===== config.mk =====
export PLATFORM = sky130hd
export DESIGN_NAME = power_down_control
export DESIGN_NICKNAME = d
export VERILOG_FILES = /design/src/rtl/power_down_pkg.sv /design/src/rtl/block_clock_gate.sv /design/src/rtl/power_down_control.sv /design/src/rtl/refresh_clock_divider.sv
export SDC_FILE = /design/constraint.sdc
export NUM_CORES = 1
export LEC_CHECK = 0
export BUFFER_PORTS_ARGS = -buffer_cell sky130_fd_sc_hd__buf_2
export CAP_MARGIN = 20
export CORE_MARGIN = 2
export CORE_UTILIZATION = 35
export CTS_BUF_LIST = sky130_fd_sc_hd__clkbuf_8
export DETAILED_ROUTE_END_ITERATION = 7
export GPL_TIMING_DRIVEN = 1
export PLACE_DENSITY = 0.64
export SYNTH_ARGS = -nofsm -noshare
export SYNTH_HDL_FRONTEND = slang
export SYNTH_SLANG_ARGS = --single-unit

===== constraint.sdc =====
create_clock -name clock -period 5.8 [get_ports clock]
set_clock_uncertainty 0.05 [all_clocks]
set_input_delay 0.29 -clock clock [delete_from_list [all_inputs] [get_ports clock]]
set_output_delay 0.29 -clock clock [all_outputs]
set_load 0.02 [all_outputs]

===== src/rtl/power_down_pkg.sv =====
package power_down_pkg;

    // ----------------------------------------------------------------
    // sequencer indexed port
    // ----------------------------------------------------------------
    localparam logic [15:0] SEQ_INDEX_PORT    = 16'h03C4;
    localparam logic [15:0] SEQ_DATA_PORT     = 16'h03C5;
    localparam logic [7:0]  IDX_POWER_MODE    = 8'h20;
    localparam logic [7:0]  IDX_BLOCK_DISABLE = 8'h21;
    localparam logic [7:0]  RST_INDEX         = 8'h00;
    localparam logic [7:0]  RST_POWER_MODE    = 8'h04;
    localparam logic [7:0]  RST_BLOCK_DISABLE = 8'h00;
    localparam logic [7:0]  READ_UNMAPPED     = 8'h00;

    // ----------------------------------------------------------------
    // power mode and pin tri-state fields
    // ----------------------------------------------------------------
    localparam int MODE_SEL_BIT     = 7;
    localparam int REFRESH_TYPE_BIT = 6;
    localparam int DIV_HI_BIT       = 5;
    localparam int DIV_LO_BIT       = 4;
    localparam int SERCLK_TRI_BIT   = 3;
    localparam int VIDEO_TRI_BIT    = 2;
    localparam int PANEL_TRI_BIT    = 1;
    localparam int MEMORY_TRI_BIT   = 0;

    localparam logic [1:0] DIV_CODE_NONE = 2'h0;
    localparam logic [1:0] DIV_CODE_4    = 2'h1;
    localparam logic [1:0] DIV_CODE_8    = 2'h2;
    localparam logic [1:0] DIV_CODE_16   = 2'h3;
    localparam logic [4:0] RATIO_1       = 5'h01;
    localparam logic [4:0] RATIO_4       = 5'h04;
    localparam logic [4:0] RATIO_8       = 5'h08;
    localparam logic [4:0] RATIO_16      = 5'h10;

    // ----------------------------------------------------------------
    // functional block disable fields
    // ----------------------------------------------------------------
    localparam int NUM_BLOCKS       = 8;
    localparam int DAC_OFF_BIT      = 7;
    localparam int SYNTH_OFF_BIT    = 6;
    localparam int LCD_WR_OFF_BIT   = 5;
    localparam int LCD_RD_OFF_BIT   = 4;
    localparam int PALETTE_OFF_BIT  = 3;
    localparam int ZOOM_OFF_BIT     = 2;
    localparam int DRAW_OFF_BIT     = 1;
    localparam int VPROC_OFF_BIT    = 0;

    // ----------------------------------------------------------------
    // pin groups
    // ----------------------------------------------------------------
    localparam int VIDEO_PINS  = 19;
    localparam int PANEL_PINS  = 32;
    localparam int MEMORY_PINS = 64;

    typedef enum logic [1:0]
    {
        PM_NORMAL  = 2'b00,
        PM_STANDBY = 2'b01,
        PM_SLEEP   = 2'b10
    } power_state_e;

endpackage


===== src/rtl/block_clock_gate.sv =====
`timescale 1ns/100ps

module block_clock_gate
#(
    parameter int WIDTH = 8
)
(
    // clock and reset
    input  wire logic             clock,
    input  wire logic             srst,
    // disable request per block
    input  wire logic [WIDTH-1:0] off,
    // per-block enables
    output logic      [WIDTH-1:0] clk_en,
    output logic      [WIDTH-1:0] req_en
);

    // ----------------------------------------------------------------
    // requests drop before the clock stops, clock runs before requests
    // ----------------------------------------------------------------
    always_ff @(posedge clock)
    begin
        if (srst)
            clk_en <= '1;
        else
            clk_en <= ~off | req_en;
    end

    always_ff @(posedge clock)
    begin
        if (srst)
            req_en <= '1;
        else
            req_en <= ~off & clk_en;
    end

endmodule


===== src/rtl/power_down_control.sv =====
`timescale 1ns/100ps

module power_down_control
(
    // clock and reset
    input  wire logic        clock,
    input  wire logic        srst,
    // sequencer io port
    input  wire logic [15:0] io_addr,
    input  wire logic        io_wr,
    input  wire logic        io_rd,
    input  wire logic [7:0]  io_wdata,
    output logic      [7:0]  io_rdata,
    output logic             io_rdata_hit,
    // pins from outside
    input  wire logic        power_down_request_n,
    input  wire logic        external_clock_strap_n,
    // same-clock status from other blocks
    input  wire logic        refresh_clock_control,
    input  wire logic        capture_enable,
    // memory requests and zoom data
    input  wire logic        lcd_write_req_in,
    input  wire logic        lcd_read_req_in,
    input  wire logic        zoom_req_in,
    input  wire logic        zoom_data_valid_in,
    output logic             lcd_write_req_out,
    output logic             lcd_read_req_out,
    output logic             zoom_req_out,
    output logic             zoom_data_valid_out,
    // power state
    output logic             standby_active,
    output logic             sleep_active,
    output logic             self_refresh_en,
    output logic             refresh_clk_en,
    // pin output enables, low while driving
    output logic             panel_serial_clock_out_oe_n,
    output logic [18:0]      video_port_out_oe_n,
    output logic             blank_tv_clock_oe_n,
    output logic [31:0]      panel_out_oe_n,
    output logic [63:0]      memory_if_oe_n,
    // block clock enables, one per disable bit
    output logic [7:0]       block_clk_en
);

    // ----------------------------------------------------------------
    // registers
    // ----------------------------------------------------------------
    logic [7:0] index_r;
    logic [7:0] power_mode_r;
    logic [7:0] block_disable_r;
    logic       pd_meta_r;
    logic       pd_sync_r;
    logic       strap_meta_r;
    logic       strap_sync_r;
    logic       strap_taken_r;
    logic       external_clock_r;

    power_down_pkg::power_state_e state_r;
    power_down_pkg::power_state_e state_nxt;

    logic       index_wr;
    logic       data_wr;
    logic       data_rd;
    logic       low_power;
    logic       div_run;
    logic [4:0] div_ratio;
    logic [7:0] block_off;
    logic [7:0] block_req_en;

    // ----------------------------------------------------------------
    // register access
    // ----------------------------------------------------------------
    assign index_wr = io_wr && io_addr == power_down_pkg::SEQ_INDEX_PORT;
    assign data_wr  = io_wr && io_addr == power_down_pkg::SEQ_DATA_PORT;
    assign data_rd  = io_rd && io_addr == power_down_pkg::SEQ_DATA_PORT;

    always_ff @(posedge clock)
    begin
        if (srst)
            index_r <= power_down_pkg::RST_INDEX;
        else if (index_wr)
            index_r <= io_wdata;
    end

    // system clock only, so access works with synthesizers off
    always_ff @(posedge clock)
    begin
        if (srst)
            power_mode_r <= power_down_pkg::RST_POWER_MODE;
        else if (data_wr && index_r == power_down_pkg::IDX_POWER_MODE)
            power_mode_r <= io_wdata;
    end

    always_ff @(posedge clock)
    begin
        if (srst)
            block_disable_r <= power_down_pkg::RST_BLOCK_DISABLE;
        else if (data_wr && index_r == power_down_pkg::IDX_BLOCK_DISABLE)
            block_disable_r <= io_wdata;
    end

    always_ff @(posedge clock)
    begin
        if (srst)
        begin
            io_rdata     <= power_down_pkg::READ_UNMAPPED;
            io_rdata_hit <= 1'b0;
        end
        else if (data_rd)
        begin
            case (index_r)
                power_down_pkg::IDX_POWER_MODE:
                begin
                    io_rdata     <= power_mode_r;
                    io_rdata_hit <= 1'b1;
                end
                power_down_pkg::IDX_BLOCK_DISABLE:
                begin
                    io_rdata     <= block_disable_r;
                    io_rdata_hit <= 1'b1;
                end
                default:
                begin
                    io_rdata     <= power_down_pkg::READ_UNMAPPED;
                    io_rdata_hit <= 1'b0;
                end
            endcase
        end
        else
        begin
            io_rdata_hit <= 1'b0;
        end
    end

    // ----------------------------------------------------------------
    // pin synchronisers and strap capture
    // ----------------------------------------------------------------
    always_ff @(posedge clock)
    begin
        if (srst)
        begin
            pd_meta_r <= 1'b1;
            pd_sync_r <= 1'b1;
        end
        else
        begin
            pd_meta_r <= power_down_request_n;
            pd_sync_r <= pd_meta_r;
        end
    end

    always_ff @(posedge clock)
    begin
        strap_meta_r <= external_clock_strap_n;
        strap_sync_r <= strap_meta_r;
    end

    // strap is caught once, on the first edge after reset release
    always_ff @(posedge clock)
    begin
        if (srst)
        begin
            strap_taken_r    <= 1'b0;
            external_clock_r <= 1'b0;
        end
        else if (!strap_taken_r)
        begin
            strap_taken_r    <= 1'b1;
            external_clock_r <= strap_sync_r;
        end
    end

    // ----------------------------------------------------------------
    // power state
    // ----------------------------------------------------------------
    always_comb
    begin
        state_nxt = power_down_pkg::PM_NORMAL;
        case (state_r)
            power_down_pkg::PM_NORMAL,
            power_down_pkg::PM_STANDBY,
            power_down_pkg::PM_SLEEP:
            begin
                if (!pd_sync_r)
                begin
                    if (power_mode_r[power_down_pkg::MODE_SEL_BIT])
                        state_nxt = power_down_pkg::PM_SLEEP;
                    else
                        state_nxt = power_down_pkg::PM_STANDBY;
                end
            end
            default:
                state_nxt = power_down_pkg::PM_NORMAL;
        endcase
    end

    always_ff @(posedge clock)
    begin
        if (srst)
            state_r <= power_down_pkg::PM_NORMAL;
        else
            state_r <= state_nxt;
    end

    assign standby_active = state_r == power_down_pkg::PM_STANDBY;
    assign sleep_active   = state_r == power_down_pkg::PM_SLEEP;
    assign low_power      = standby_active || sleep_active;

    always_ff @(posedge clock)
    begin
        if (srst)
            self_refresh_en <= 1'b0;
        else
            self_refresh_en <= state_nxt == power_down_pkg::PM_SLEEP
                && power_mode_r[power_down_pkg::REFRESH_TYPE_BIT];
    end

    // ----------------------------------------------------------------
    // refresh clock divide
    // ----------------------------------------------------------------
    always_comb
    begin
        div_ratio = power_down_pkg::RATIO_1;
        case (power_mode_r[power_down_pkg::DIV_HI_BIT:power_down_pkg::DIV_LO_BIT])
            power_down_pkg::DIV_CODE_NONE: div_ratio = power_down_pkg::RATIO_1;
            power_down_pkg::DIV_CODE_4:    div_ratio = power_down_pkg::RATIO_4;
            power_down_pkg::DIV_CODE_8:    div_ratio = power_down_pkg::RATIO_8;
            power_down_pkg::DIV_CODE_16:
                div_ratio = sleep_active ? power_down_pkg::RATIO_16
                                         : power_down_pkg::RATIO_1;
            default:                       div_ratio = power_down_pkg::RATIO_1;
        endcase
        if (!(low_power && refresh_clock_control))
            div_ratio = power_down_pkg::RATIO_1;
    end

    assign div_run = 1'b1;

    refresh_clock_divider i_refresh_clock_divider
    (
        .clock (clock),
        .srst  (srst),
        .run   (div_run),
        .ratio (div_ratio),
        .tick  (refresh_clk_en)
    );

    // ----------------------------------------------------------------
    // pin tri-state controls
    // ----------------------------------------------------------------
    always_ff @(posedge clock)
    begin
        if (srst)
        begin
            panel_serial_clock_out_oe_n <= 1'b1;
            video_port_out_oe_n         <= '1;
            blank_tv_clock_oe_n         <= 1'b1;
            panel_out_oe_n              <= '1;
            memory_if_oe_n              <= '1;
        end
        else
        begin
            // pin is driven unless the strap says external clock or its tri-state bit is set
            panel_serial_clock_out_oe_n <= !external_clock_r
                || power_mode_r[power_down_pkg::SERCLK_TRI_BIT];
            video_port_out_oe_n <= {19{power_mode_r[power_down_pkg::VIDEO_TRI_BIT]
                || capture_enable}};
            blank_tv_clock_oe_n <= power_mode_r[power_down_pkg::VIDEO_TRI_BIT];
            panel_out_oe_n  <= {32{power_mode_r[power_down_pkg::PANEL_TRI_BIT]}};
            memory_if_oe_n  <= {64{power_mode_r[power_down_pkg::MEMORY_TRI_BIT]}};
        end
    end

    // ----------------------------------------------------------------
    // functional block gating
    // ----------------------------------------------------------------
    always_comb
    begin
        block_off = block_disable_r;
        // palette also stops in any low power state
        block_off[power_down_pkg::PALETTE_OFF_BIT] =
            block_disable_r[power_down_pkg::PALETTE_OFF_BIT] || low_power;
    end

    block_clock_gate
    #(
        .WIDTH (power_down_pkg::NUM_BLOCKS)
    )
    i_block_clock_gate
    (
        .clock  (clock),
        .srst   (srst),
        .off    (block_off),
        .clk_en (block_clk_en),
        .req_en (block_req_en)
    );

    // memory requests are withdrawn a cycle before the clock stops
    assign lcd_write_req_out   = lcd_write_req_in
        && block_req_en[power_down_pkg::LCD_WR_OFF_BIT];
    assign lcd_read_req_out    = lcd_read_req_in
        && block_req_en[power_down_pkg::LCD_RD_OFF_BIT];
    assign zoom_req_out        = zoom_req_in
        && block_req_en[power_down_pkg::ZOOM_OFF_BIT];
    assign zoom_data_valid_out = zoom_data_valid_in
        && block_req_en[power_down_pkg::ZOOM_OFF_BIT];

endmodule


===== src/rtl/refresh_clock_divider.sv =====
`timescale 1ns/100ps

module refresh_clock_divider
(
    // clock and reset
    input  wire logic       clock,
    input  wire logic       srst,
    // control
    input  wire logic       run,
    input  wire logic [4:0] ratio,
    // enable pulse
    output logic            tick
);

    logic [4:0] count_r;

    // ----------------------------------------------------------------
    // counter, restarts whenever the divider is idle
    // ----------------------------------------------------------------
    always_ff @(posedge clock)
    begin
        if (srst || !run || count_r >= ratio - 5'h01)
            count_r <= 5'h00;
        else
            count_r <= count_r + 5'h01;
    end

    always_ff @(posedge clock)
    begin
        if (srst)
            tick <= 1'b0;
        else
            tick <= run && (count_r >= ratio - 5'h01);
    end

endmodule


# Yosys cells after proc, flatten, opt, wreduce, memory -nomap -nowiden
# Cells that the tools add are included.
# word_totals
in_bits	36
mem_bits_ro	0
ramBits	0
register_bits	69
out_inout_bits	142
elab_cells	70
latchBits	0
memories	0
# op_classes
magnitude_cmp	1
n_reduce_logical	22
n_eq_ne	10
bitwise	4
multipliers	0
shift	0
muxes	9
n_addsub	2
div	0
# ops
operator	count
16-bit by 10-bit == test with 1-bit output, second input constant	2
5-bit one-hot mux with 4 select lines	1
8-bit by 6-bit == test with 1-bit output, second input constant	2
8-bit one-hot mux with 2 select lines	1
1-bit logical AND	11
5-bit 2-to-1 mux	2
8-bit AND	1
2-bit == test, second input constant	4
8-bit NOT	1
8-bit bitwise OR	1
2-bit 2-to-1 mux	3
5-bit by 1-bit adder with 5-bit output, second input constant	1
5-bit greater-or-equal comparator	1
1-bit logical OR	5
5-bit by 1-bit subtractor with 5-bit output, second input constant	1
2-bit by 1-bit == test with 1-bit output, second input constant	2
2-bit zero test	2
2-bit OR reduction	2
3-bit OR reduction	1
1-bit 2-to-1 mux	2
1-bit zero test	1
1-bit NOT	1

# Longest topological paths before layout
# Gate-level depths: netlist of run 1.
# depth
depth_word	7
mapped_depth	12
ltp_nobuf	12

# Cells and area by module
# From an unflattened synthesis of run 1, not the netlist that was laid out.
# hier_totals
hier_cells	402
hier_area_um2	3792.4
# modules_own_cells
mod	seq_area_each_um2	area_per_inst_um2	instances	cells_each
power_down_control	940.9	2901.5	1	319
block_clock_gate	320.3	484.2	1	41
refresh_clock_divider	120.1	406.6	1	42

# Worst setup path before layout of run 1
# No wires, ideal clock.
# synth_timing
kind	flip-flop to flip-flop
startpoint	reg state_r[0]
endpoint	reg i_refresh_clock_divider.count_r[1]
path_slack_ns	3.453
setup_time_ns	0.060
path_stages_with_launch	13
synth_period_minus_slack_ns	2.347
t_required_ns	5.690
arrival_time_ns	2.237
path_buffers	0
path_cell_list	dfxtp_1 inv_1 ha_1 nand3b_1 o211ai_1 inv_1 ha_1 xor2_1 ha_1 a21o_1 a21oi_1 o21a_1 and3_1
# synth_via
elab_chain_len	7
elab_cells_between_ends	10
# synth_lines
item	line	rtl
start, declared	power_down_control.sv:58	power_down_pkg::power_state_e state_r;
start signal, assigned	power_down_control.sv:200	state_r <= power_down_pkg::PM_NORMAL;
start signal, assigned	power_down_control.sv:202	state_r <= state_nxt;
2-bit == test *	power_down_control.sv:206	assign sleep_active = state_r == power_down_pkg::PM_SLEEP;
net sleep_active	power_down_control.sv:32	output logic sleep_active,
5-bit 2-to-1 mux or 1-bit logical OR (tied branches)	power_down_control.sv:229, power_down_control.sv:207	
5-bit one-hot mux with 4 select lines or 1-bit logical AND (tied branches)	power_down_control.sv:224, power_down_control.sv:233	
5-bit 2-to-1 mux *	power_down_control.sv:233	if (!(low_power && refresh_clock_control))
5-bit by 1-bit subtractor with 5-bit output *	refresh_clock_divider.sv:22	if (srst || !run || count_r >= ratio - 5'h01)
5-bit greater-or-equal comparator *	refresh_clock_divider.sv:22	
1-bit logical OR *	refresh_clock_divider.sv:22	
end signal, assigned	refresh_clock_divider.sv:25	count_r <= count_r + 5'h01;
end, declared	refresh_clock_divider.sv:15	logic [4:0] count_r;
# Mark *: on every way through the listed nets, which the timed path passes. The rest lies on a longest branch.
# A chain may end at the register's enable or synchronous reset.

# Worst setup path in the final report of run 1
# layout_timing
startpoint	reg state_r[0]
endpoint	reg i_refresh_clock_divider.count_r[2]
# layout_via
elab_chain_len	7
elab_cells_between_ends	10
# layout_lines
item	line
2-bit == test or 2-bit by 1-bit == test with 1-bit output (tied branches)	power_down_control.sv:206, power_down_control.sv:205
5-bit 2-to-1 mux or 1-bit logical OR (tied branches)	power_down_control.sv:229, power_down_control.sv:207
5-bit one-hot mux with 4 select lines or 1-bit logical AND (tied branches)	power_down_control.sv:224, power_down_control.sv:233
5-bit 2-to-1 mux *	power_down_control.sv:233
5-bit by 1-bit subtractor with 5-bit output *	refresh_clock_divider.sv:22
5-bit greater-or-equal comparator *	refresh_clock_divider.sv:22
1-bit logical OR *	refresh_clock_divider.sv:22
# Every way passes the cells marked *; elsewhere a longest branch is shown, timed or not.

==> flow_summary.json, run 1 <==
{
  "status": "finished clean",
  "synth.net_count": 434,
  "cp.arrival_ns": 2.81,
  "io-pin-count": 178,
  "hpwl_um": 5574,
  "synth-edff-count": 0,
  "cts_buffers": 9,
  "grt_start_max_net_pins": 65,
  "endpoint_kind": "flop",
  "placementRows": 37,
  "hold_path.class": "in -> reg",
  "vias_per_cell": 4.437,
  "max_cap_violations": 0,
  "synth-async-reset-ratio_pct": 0,
  "synth.avg_cell_area_um2": 9.358,
  "clk-insertion-delay-late_ns": 0.36,
  "worst_setup_path_start_kind": "flop",
  "placed_cells": 580,
  "max_freq_ghz": 0.3871,
  "grt_pass1_wl_um": 11390,
  "tns_ns": 0,
  "globalplace.congestion": 0.8305,
  "peakVddDrop_mv": 0.1023,
  "reg2reg_depth": 12,
  "p_per_area_nw_per_um2": 251.7,
  "netlist.area_leader.share_pct": 38.04,
  "leakage_uw": 0.001806,
  "finalNetCount": 502,
  "worstMarginPinSlew_ns": 0.6463,
  "syn_inst": 388,
  "finalPower_uw": 1010,
  "final_max_slew_viol_count": 0,
  "wirelength_um": 7432,
  "cts_tree": "done",
  "cts_resized": 0,
  "cts-root-buf": "clkbuf_8",
  "die_h_um": 105.9,
  "critPathKind": "reg -> reg",
  "slew_headroom_pct": 56.86,
  "rsz0062_at_grt": "no",
  "syn_to_final_growth_pct": 10.58,
  "start_util_pct": 35.65,
  "fillers": 1036,
  "whs_ns": 0.07164,
  "core_um2": 10180,
  "synth_top_flop_cell": "dfxtp_1",
  "vias": 2649,
  "fin_crit_ns": 2.583,
  "grt_overflow_total": 0,
  "min_path_cells": 2,
  "drtIter0Drc": 77,
  "crit_fanout": 4,
  "ys_seq_elements": 69,
  "dieArea_um2": 11210,
  "seq_area_frac_synth_pct": 38.04,
  "avgRoutedWirePerCell_um": 12.45,
  "clockBufferDepth": 2,
  "portBuffers": 177,
  "die_x_um": 105.9,
  "hold_buffers": 1,
  "antenna_cells": 0,
  "drc": 0,
  "required_ns": 6.03,
  "cts_setup_buffers": 0,
  "synth_top_area_cell": "dfxtp_1",
  "drtAntennaViolNets": 0,
  "syn-cell-area_um2": 3631,
  "layoutNonFillerInstCount": 597,
  "cts_max_level": 3,
  "grt_antenna_before_repair": 0,
  "drive_gt1_share_pct": 46.64,
  "synth.area.top_cells": "dfxtp_1, buf_4, mux2i_1",
  "fin_crit_sh_pct": 44.54,
  "timing.final.setup_violations": 0,
  "clkSlewWorstSetupHoldPaths_ns": 0.08,
  "ys_types": 41,
  "grt_usage_pct": 13.04,
  "synth_warnings": 0,
  "cts_sinks": 69,
  "hold_violations": 0,
  "grt_pass1_vias": 2240,
  "drtPass1Iterations": 5
}
==> final cells by class <==
class	count	area [um2]	share of cell area, %
tap	136	170.2	4.238
sequential	69	1381	34.40
clock buffer	10	137.6	3.428
clock inverter	6	63.81	1.589
timing repair buffer	181	918.4	22.87
inverter	13	48.80	1.215
multi-input combinational	182	1295	32.25
==> synth_stat cells (5+ instances only) <==
cell type / count
mux2i_1: 26
nor2_1: 9
or2_2: 6
a31o_1: 7
buf_4: 113
ha_1: 10
nor4_1: 8
or3_1: 8
inv_1: 13
nand3b_1: 5
clkbuf_1: 8
a21o_1: 6
nand2_1: 45
dfxtp_1: 69
and2_1: 5
mux2_2: 8
==> critical path, stage by stage (launching register included) <==
cell and delay, ns:
dfxtp_1 0.36, inv_1 0.05, ha_1 0.29, nor2b_1 0.21
o211ai_1 0.16, inv_1 0.10, ha_1 0.15, xor2_1 0.15
ha_1 0.26, a21o_1 0.17, a21oi_1 0.19, o211ai_1 0.19
nor2_1 0.18
==> sequential cells by signal (all words and copies together), names as in the netlist <==
name	flops
blank_tv_clock_oe_n	1
block_disable_r	8
external_clock_r	1
i_block_clock_gate.clk_en	8
i_block_clock_gate.req_en	8
i_refresh_clock_divider.count_r	5
i_refresh_clock_divider.tick	1
index_r	8
io_rdata	8
io_rdata_hit	1
memory_if_oe_n	1
panel_out_oe_n	1
panel_serial_clock_out_oe_n	1
pd_meta_r	1
pd_sync_r	1
power_mode_r	8
self_refresh_en	1
state_r	2
strap_meta_r	1
strap_sync_r	1
strap_taken_r	1
video_port_out_oe_n	1
==> where the power goes <==
| group | total, uW | internal [uW] | switching (uW) |
|---|---|---|---|
| clock | 403 | 209 | 193 |
| combinational | 125 | 41.1 | 84.2 |
| sequential | 482 | 478 | 4.19 |
==> routing by layer <==
metal | GRT usage (%) | vias up | share of wire (%)
li1 | - | 1311 | -
met1 | 16.36 | 1187 | 43
met2 | 20.88 | 139 | 46
met3 | 4.453 | 12 | 8.6
met4 | 4.511 | 0 | 1.9
met5 | 0 | - | 0
==> cells by family after synthesis <==
logic type	count (synthesis)	share of synthesized area, %
AO/OA/AOI/OAI	20	4.101
XOR/XNOR	4	0.9650
adder cells (fa/ha/maj)	10	3.446
buffers and inverters	137	26.29
flip-flops	69	38.04
multiplexers	34	9.649
other	1	0.1033
AND/OR/NAND/NOR	113	17.40
==> through the flow <==
stage	util [%]	setup WS, ns	cell area [um2]
4_1_cts	39.42	3.201	4015
3_3_place_gp	37.35	3.413	3804
2_1_floorplan	-	3.453	3631
6_report	39.42	3.217	4015
3_5_place_dp	37.35	3.203	3804
5_1_grt	39.42	2.922	4015
==> cell usage in the layout, fill, tap and decap left out, drive strengths merged, types with 3 or more instances in the layout <==
master,n
or2,6
nand3b,5
clkbuf,10
and3,3
a21o,6
mux2i,26
xor2,3
nor2,10
nand2,45
buf,180
or3,8
a31o,7
mux2,8
nand3,5
and2,5
dfxtp,69
nor4b,4
nor4,9
nor3,5
inv,14
ha,10
clkinv,3
==> path summary, 6_finish.rpt <==
kind	startpoint	end	slack [ns]
worst min register to register	strap_meta_r	strap_sync_r	0.28
worst max register to register	state_r[0]	i_refresh_clock_divider.count_r[2]	3.22
worst max-delay path	state_r[0]	i_refresh_clock_divider.count_r[2]	3.22
worst min-delay path	power_down_request_n	pd_meta_r	0.07
Note: power is estimated with default switching activity, not from simulation.
==> run 2, diff against run 1 <==
==> constraint.sdc (replaced) <==
create_clock -name clock -period 2.6 [get_ports clock]
set_clock_uncertainty 0.05 [all_clocks]
set_input_delay 0.13 -clock clock [delete_from_list [all_inputs] [get_ports clock]]
set_output_delay 0.13 -clock clock [all_outputs]
set_load 0.02 [all_outputs]
==> flow_summary.json, run 2 (synthesized netlist as in run 1, its figures left out) <==
{
  "placementRows": 37,
  "max_freq_ghz": 0.4010,
  "slew_headroom_pct": 46.53,
  "wirelength_um": 7434,
  "fin_crit_sh_pct": 95.92,
  "r2r_slack_ns": 0.11,
  "p_per_area_nw_per_um2": 524.5,
  "worst_setup_path_start_kind": "flop",
  "min_path_cells": 3,
  "required_ns": 2.82,
  "layoutNonFillerInstCount": 606,
  "grt_usage_pct": 12.91,
  "final_common_cell": "buf_2",
  "placed_cells": 581,
  "drive_gt1_share_pct": 47.87,
  "reg2reg_depth": 12,
  "hold_path.class": "in -> reg",
  "die_x_um": 105.9,
  "drc": 0,
  "rr_endpoint": "i_refresh_clock_divider.count_r[3]",
  "die_h_um": 105.9,
  "status": "finished clean",
  "finalNetCount": 511,
  "antenna_cells": 0,
  "drtIter0Drc": 112,
  "hpwl_um": 5597,
  "cts_max_level": 3,
  "grt_pass1_vias": 2241,
  "grt_pass1_wl_um": 11250,
  "avgRoutedWirePerCell_um": 12.27,
  "clkSlewWorstSetupHoldPaths_ns": 0.08,
  "tns_ns": 0,
  "hold-path-endpoint": "index_r[7]",
  "cts_buffers": 9,
  "grt_start_max_net_pins": 65,
  "hold_violations": 0,
  "worstMarginPinSlew_ns": 0.8012,
  "drtAntennaViolNets": 0,
  "portBuffers": 177,
  "final_max_slew_viol_count": 0,
  "clk-insertion-delay-late_ns": 0.34,
  "timing.final.setup_violations": 0,
  "cts_sinks": 69,
  "start_util_pct": 35.65,
  "core_um2": 10180,
  "cts_tree": "done",
  "endpoint_kind": "flop",
  "hold_start": "io_wdata[7]",
  "globalplace.congestion": 0.7944,
  "critPathKind": "reg -> reg",
  "startpoint": "state_r[0]",
  "drtPass1Iterations": 4,
  "peakVddDrop_mv": 0.1862,
  "syn_to_final_growth_pct": 12.54,
  "leakage_uw": 0.001830,
  "final_cell_mix": "buf_2, dfxtp_1, nand2_1, mux2i_1, inv_1",
  "max_cap_violations": 0,
  "cts-root-buf": "clkbuf_8",
  "crit_fanout": 4,
  "grt_overflow_total": 0,
  "clockBufferDepth": 2,
  "dieArea_um2": 11210,
  "reg2reg_from": "state_r[0]",
  "grt_antenna_before_repair": 0,
  "fin_crit_ns": 2.494,
  "cp.arrival_ns": 2.72,
  "vias_per_cell": 4.401,
  "io-pin-count": 178,
  "vias": 2667
}
[run 2: changes by cell type in the layout (fill, tap and decap cells not counted), sizes merged]
cell	before	now
buf	180	185
dlygate4sd3	1	5
clkinvlp	1	3
bufinv	1	0
clkinv	3	2
[run 2: critical path, cell delays in order (launching register included)]
cell	delay, ns
dfxtp_2	0.35
inv_1	0.04
ha_1	0.30
nor2b_2	0.16
o211ai_1	0.14
inv_1	0.10
ha_2	0.20
xor2_2	0.14
ha_1	0.26
a21o_1	0.20
a21oi_2	0.14
o211ai_1	0.17
nor2_1	0.17
[run 2: metal layers]
layer  vias up  global-route usage [%]  share of wire, %
li1       1329                       -                 -
met1      1206                   16.73                45
met2       126                   20.51                47
met3         6                   2.783               7.2
met4         0                   5.921              0.97
met5         -                       0                 0
[run 2: layout make-up]
cell class | instances | area (um2)
fillers | 1034 | 6098
multi-input cells | 182 | 1311
clock inverters | 6 | 40.04
inverters | 13 | 48.80
well taps | 136 | 170.2
repair buffers | 190 | 996.0
flip-flops and latches | 69 | 1383
clock buffers | 10 | 137.6
[run 2: worst max path at each step]
stage                                         end
2_1_floorplan  i_refresh_clock_divider.count_r[1]
3_3_place_gp   i_refresh_clock_divider.count_r[4]
3_5_place_dp   i_refresh_clock_divider.count_r[0]
4_1_cts        i_refresh_clock_divider.count_r[0]
5_1_grt        i_refresh_clock_divider.count_r[3]
6_report       i_refresh_clock_divider.count_r[3]
[run 2: repair_timing]
| item | 4_1_cts | 5_1_grt |
|---|---|---|
| pin swaps | 4 | 5 |
| resized for setup | 2 | 3 |
| endpoints found under the hold margin | 5 | 0 |
| setup buffers | 0 | 4 |
| hold buffers | 5 | 0 |
| endpoints found under the setup margin | 5 | 6 |
[run 2: where the power goes]
| part | switching, uW | total [uW] | leakage [uW] | internal [uW] |
|---|---|---|---|---|
| Clock | 413 | 782 | 0.0000857 | 368 |
| Combinational | 189 | 285 | 0.00118 | 96.3 |
| Sequential | 9.28 | 1080 | 0.000560 | 1070 |
| Total | 612 | 2140 | 0.00183 | 1530 |
[run 2: through the flow]
step           power (uW)  cell area (um2)  setup WS (ns)  hold WS [ns]  util (%)
3_5_place_dp         1383             3811       -0.06960        0.1836     37.42
2_1_floorplan        1372             3631         0.2525        0.1077         -
4_1_cts              2172             4045        0.01461       0.04608     39.72
3_3_place_gp         1380             3811         0.1722        0.1907     37.42
6_report             2143             4086         0.1060       0.05148     40.12
5_1_grt              2243             4086       -0.03610       0.06529     40.12
==> run 3, diff against run 2 <==
--- a/config.mk
+++ b/config.mk
@@ -13,6 +13,7 @@
 export DETAILED_ROUTE_END_ITERATION = 7
 export GPL_TIMING_DRIVEN = 1
 export PLACE_DENSITY = 0.64
+export RECOVER_POWER = 50
 export SYNTH_ARGS = -nofsm -noshare
 export SYNTH_HDL_FRONTEND = slang
 export SYNTH_SLANG_ARGS = --single-unit
==> flow_summary.json, run 3 (synthesized netlist as in run 1, its figures left out) <==
{
  "r2r_slack_ns": 0.1,
  "cts_sinks": 69,
  "min_path_cells": 3,
  "io-pin-count": 178,
  "hold_start": "io_wdata[7]",
  "cts_buffers": 9,
  "drtPass1Iterations": 5,
  "start_util_pct": 35.65,
  "wl_met2_um": 3457,
  "endpoint_kind": "flop",
  "reg2reg_depth": 12,
  "worstMarginPinSlew_ns": 0.9688,
  "tns_ns": 0,
  "status": "finished clean",
  "placed_cells": 581,
  "final_cell_mix": "buf_2, clkbuf_1, dfxtp_1, nand2_1, mux2i_1",
  "grt_usage_pct": 12.91,
  "cp.arrival_ns": 2.73,
  "max_freq_ghz": 0.3995,
  "drtIter0Drc": 92,
  "worst_setup_path_start_kind": "flop",
  "portBuffers": 177,
  "grt_antenna_before_repair": 0,
  "timing.final.setup_violations": 0,
  "cts-root-buf": "clkbuf_8",
  "crit_fanout": 4,
  "syn_to_final_growth_pct": 9.959,
  "fin_crit_ns": 2.503,
  "wl_met3_um": 579,
  "grt_pass1_vias": 2241,
  "drc": 0,
  "final_util_pct": 39.20,
  "hold-path-endpoint": "index_r[7]",
  "cts_max_level": 3,
  "die_h_um": 105.9,
  "routed.top_layer": "met4",
  "max_cap_violations": 0,
  "final_max_slew_viol_count": 0,
  "vias": 2670,
  "grt_start_max_net_pins": 65,
  "finalPower_uw": 2138,
  "whs_ns": 0.05253,
  "fillers": 1080,
  "antenna_cells": 0,
  "cts_tree": "done",
  "leakage_uw": 0.001659,
  "core_um2": 10180,
  "drive_gt1_share_pct": 32.77,
  "finalNetCount": 511,
  "reg2reg_from": "state_r[0]",
  "drtAntennaViolNets": 0,
  "placementRows": 37,
  "grt_pass1_wl_um": 11250,
  "rr_endpoint": "i_refresh_clock_divider.count_r[3]",
  "grt_overflow_total": 0,
  "wirelength_um": 7486,
  "layoutNonFillerInstCount": 606,
  "globalplace.congestion": 0.7944,
  "avgRoutedWirePerCell_um": 12.35,
  "clkSlewWorstSetupHoldPaths_ns": 0.08,
  "dieArea_um2": 11210,
  "p_per_area_nw_per_um2": 535.4,
  "required_ns": 2.82,
  "peakVddDrop_mv": 0.1863,
  "hold_violations": 0,
  "hpwl_um": 5597,
  "clk-insertion-delay-late_ns": 0.34,
  "die_x_um": 105.9,
  "fin_crit_sh_pct": 96.27,
  "clockBufferDepth": 2,
  "hold_path.class": "in -> reg",
  "final_common_cell": "buf_2",
  "critPathKind": "reg -> reg",
  "drt-met1-wl_um": 3349,
  "vias_per_cell": 4.406,
  "slew_headroom_pct": 35.42
}
==> run 3: through the flow <==
step,instance area (um2),setup slack (ns)
floorplan,3631,0.2525
global placement,3811,0.1722
detailed placement,3811,-0.06960
CTS,4045,0.01461
global route,3993,-0.03614
finish,3993,0.09707
==> run 3: layer usage <==
layer | vias to the layer above | GRT usage [%]
met1 | 1212 | 16.73
met4 | 0 | 5.921
met2 | 124 | 20.51
met5 | - | 0
met3 | 8 | 2.783
li1 | 1326 | -
==> run 3: worst max-delay path, cell delays in order (launching register included) <==
cell and delay, ns:
dfxtp_2 0.35, inv_1 0.04, ha_1 0.30, nor2b_2 0.17, o211ai_1 0.14, inv_1 0.11
ha_2 0.20, xor2_2 0.14, ha_1 0.26, a21o_1 0.20, a21oi_2 0.14, o211ai_1 0.17
nor2_1 0.17
==> run 3: final cells by class <==
class	count	area (um2)	share of cell area (%)
inverter	13	48.80	1.222
clock inverter	6	40.04	1.003
sequential	69	1383	34.63
clock buffer	10	137.6	3.447
tap	136	170.2	4.262
timing repair buffer	190	902.1	22.59
multi-input combinational	182	1311	32.84
==> run 3: worst max-delay path by stage <==
| stage | startpoint | end | slack (ns) | depth (start not counted) |
|---|---|---|---|---|
| 2_1_floorplan | state_r[0] | i_refresh_clock_divider.count_r[1] | 0.25 | 12 |
| 3_3_place_gp | state_r[0] | i_refresh_clock_divider.count_r[4] | 0.17 | 12 |
| 3_5_place_dp | state_r[0] | i_refresh_clock_divider.count_r[0] | -0.07 | 12 |
| 5_1_grt | state_r[0] | i_refresh_clock_divider.count_r[3] | -0.04 | 12 |
| 6_report | state_r[0] | i_refresh_clock_divider.count_r[3] | 0.1 | 12 |
| 4_1_cts | state_r[0] | i_refresh_clock_divider.count_r[0] | 0.01 | 12 |
==> run 3: what timing repair did <==
| action | in CTS | in global routing |
|---|---|---|
| setup endpoints to repair | 5 | 6 |
| endpoints found under the hold margin | 5 | 0 |
| hold buffers | 5 | 0 |
| setup buffers | 0 | 4 |
| resized for setup | 2 | 3 |
| pin swaps | 4 | 5 |
==> run 3: power by group <==
part	internal, uW	leakage (uW)	switching (uW)
registers	1070	0.000560	9.35
clock network	368	0.0000857	414
logic	89.3	0.00101	190
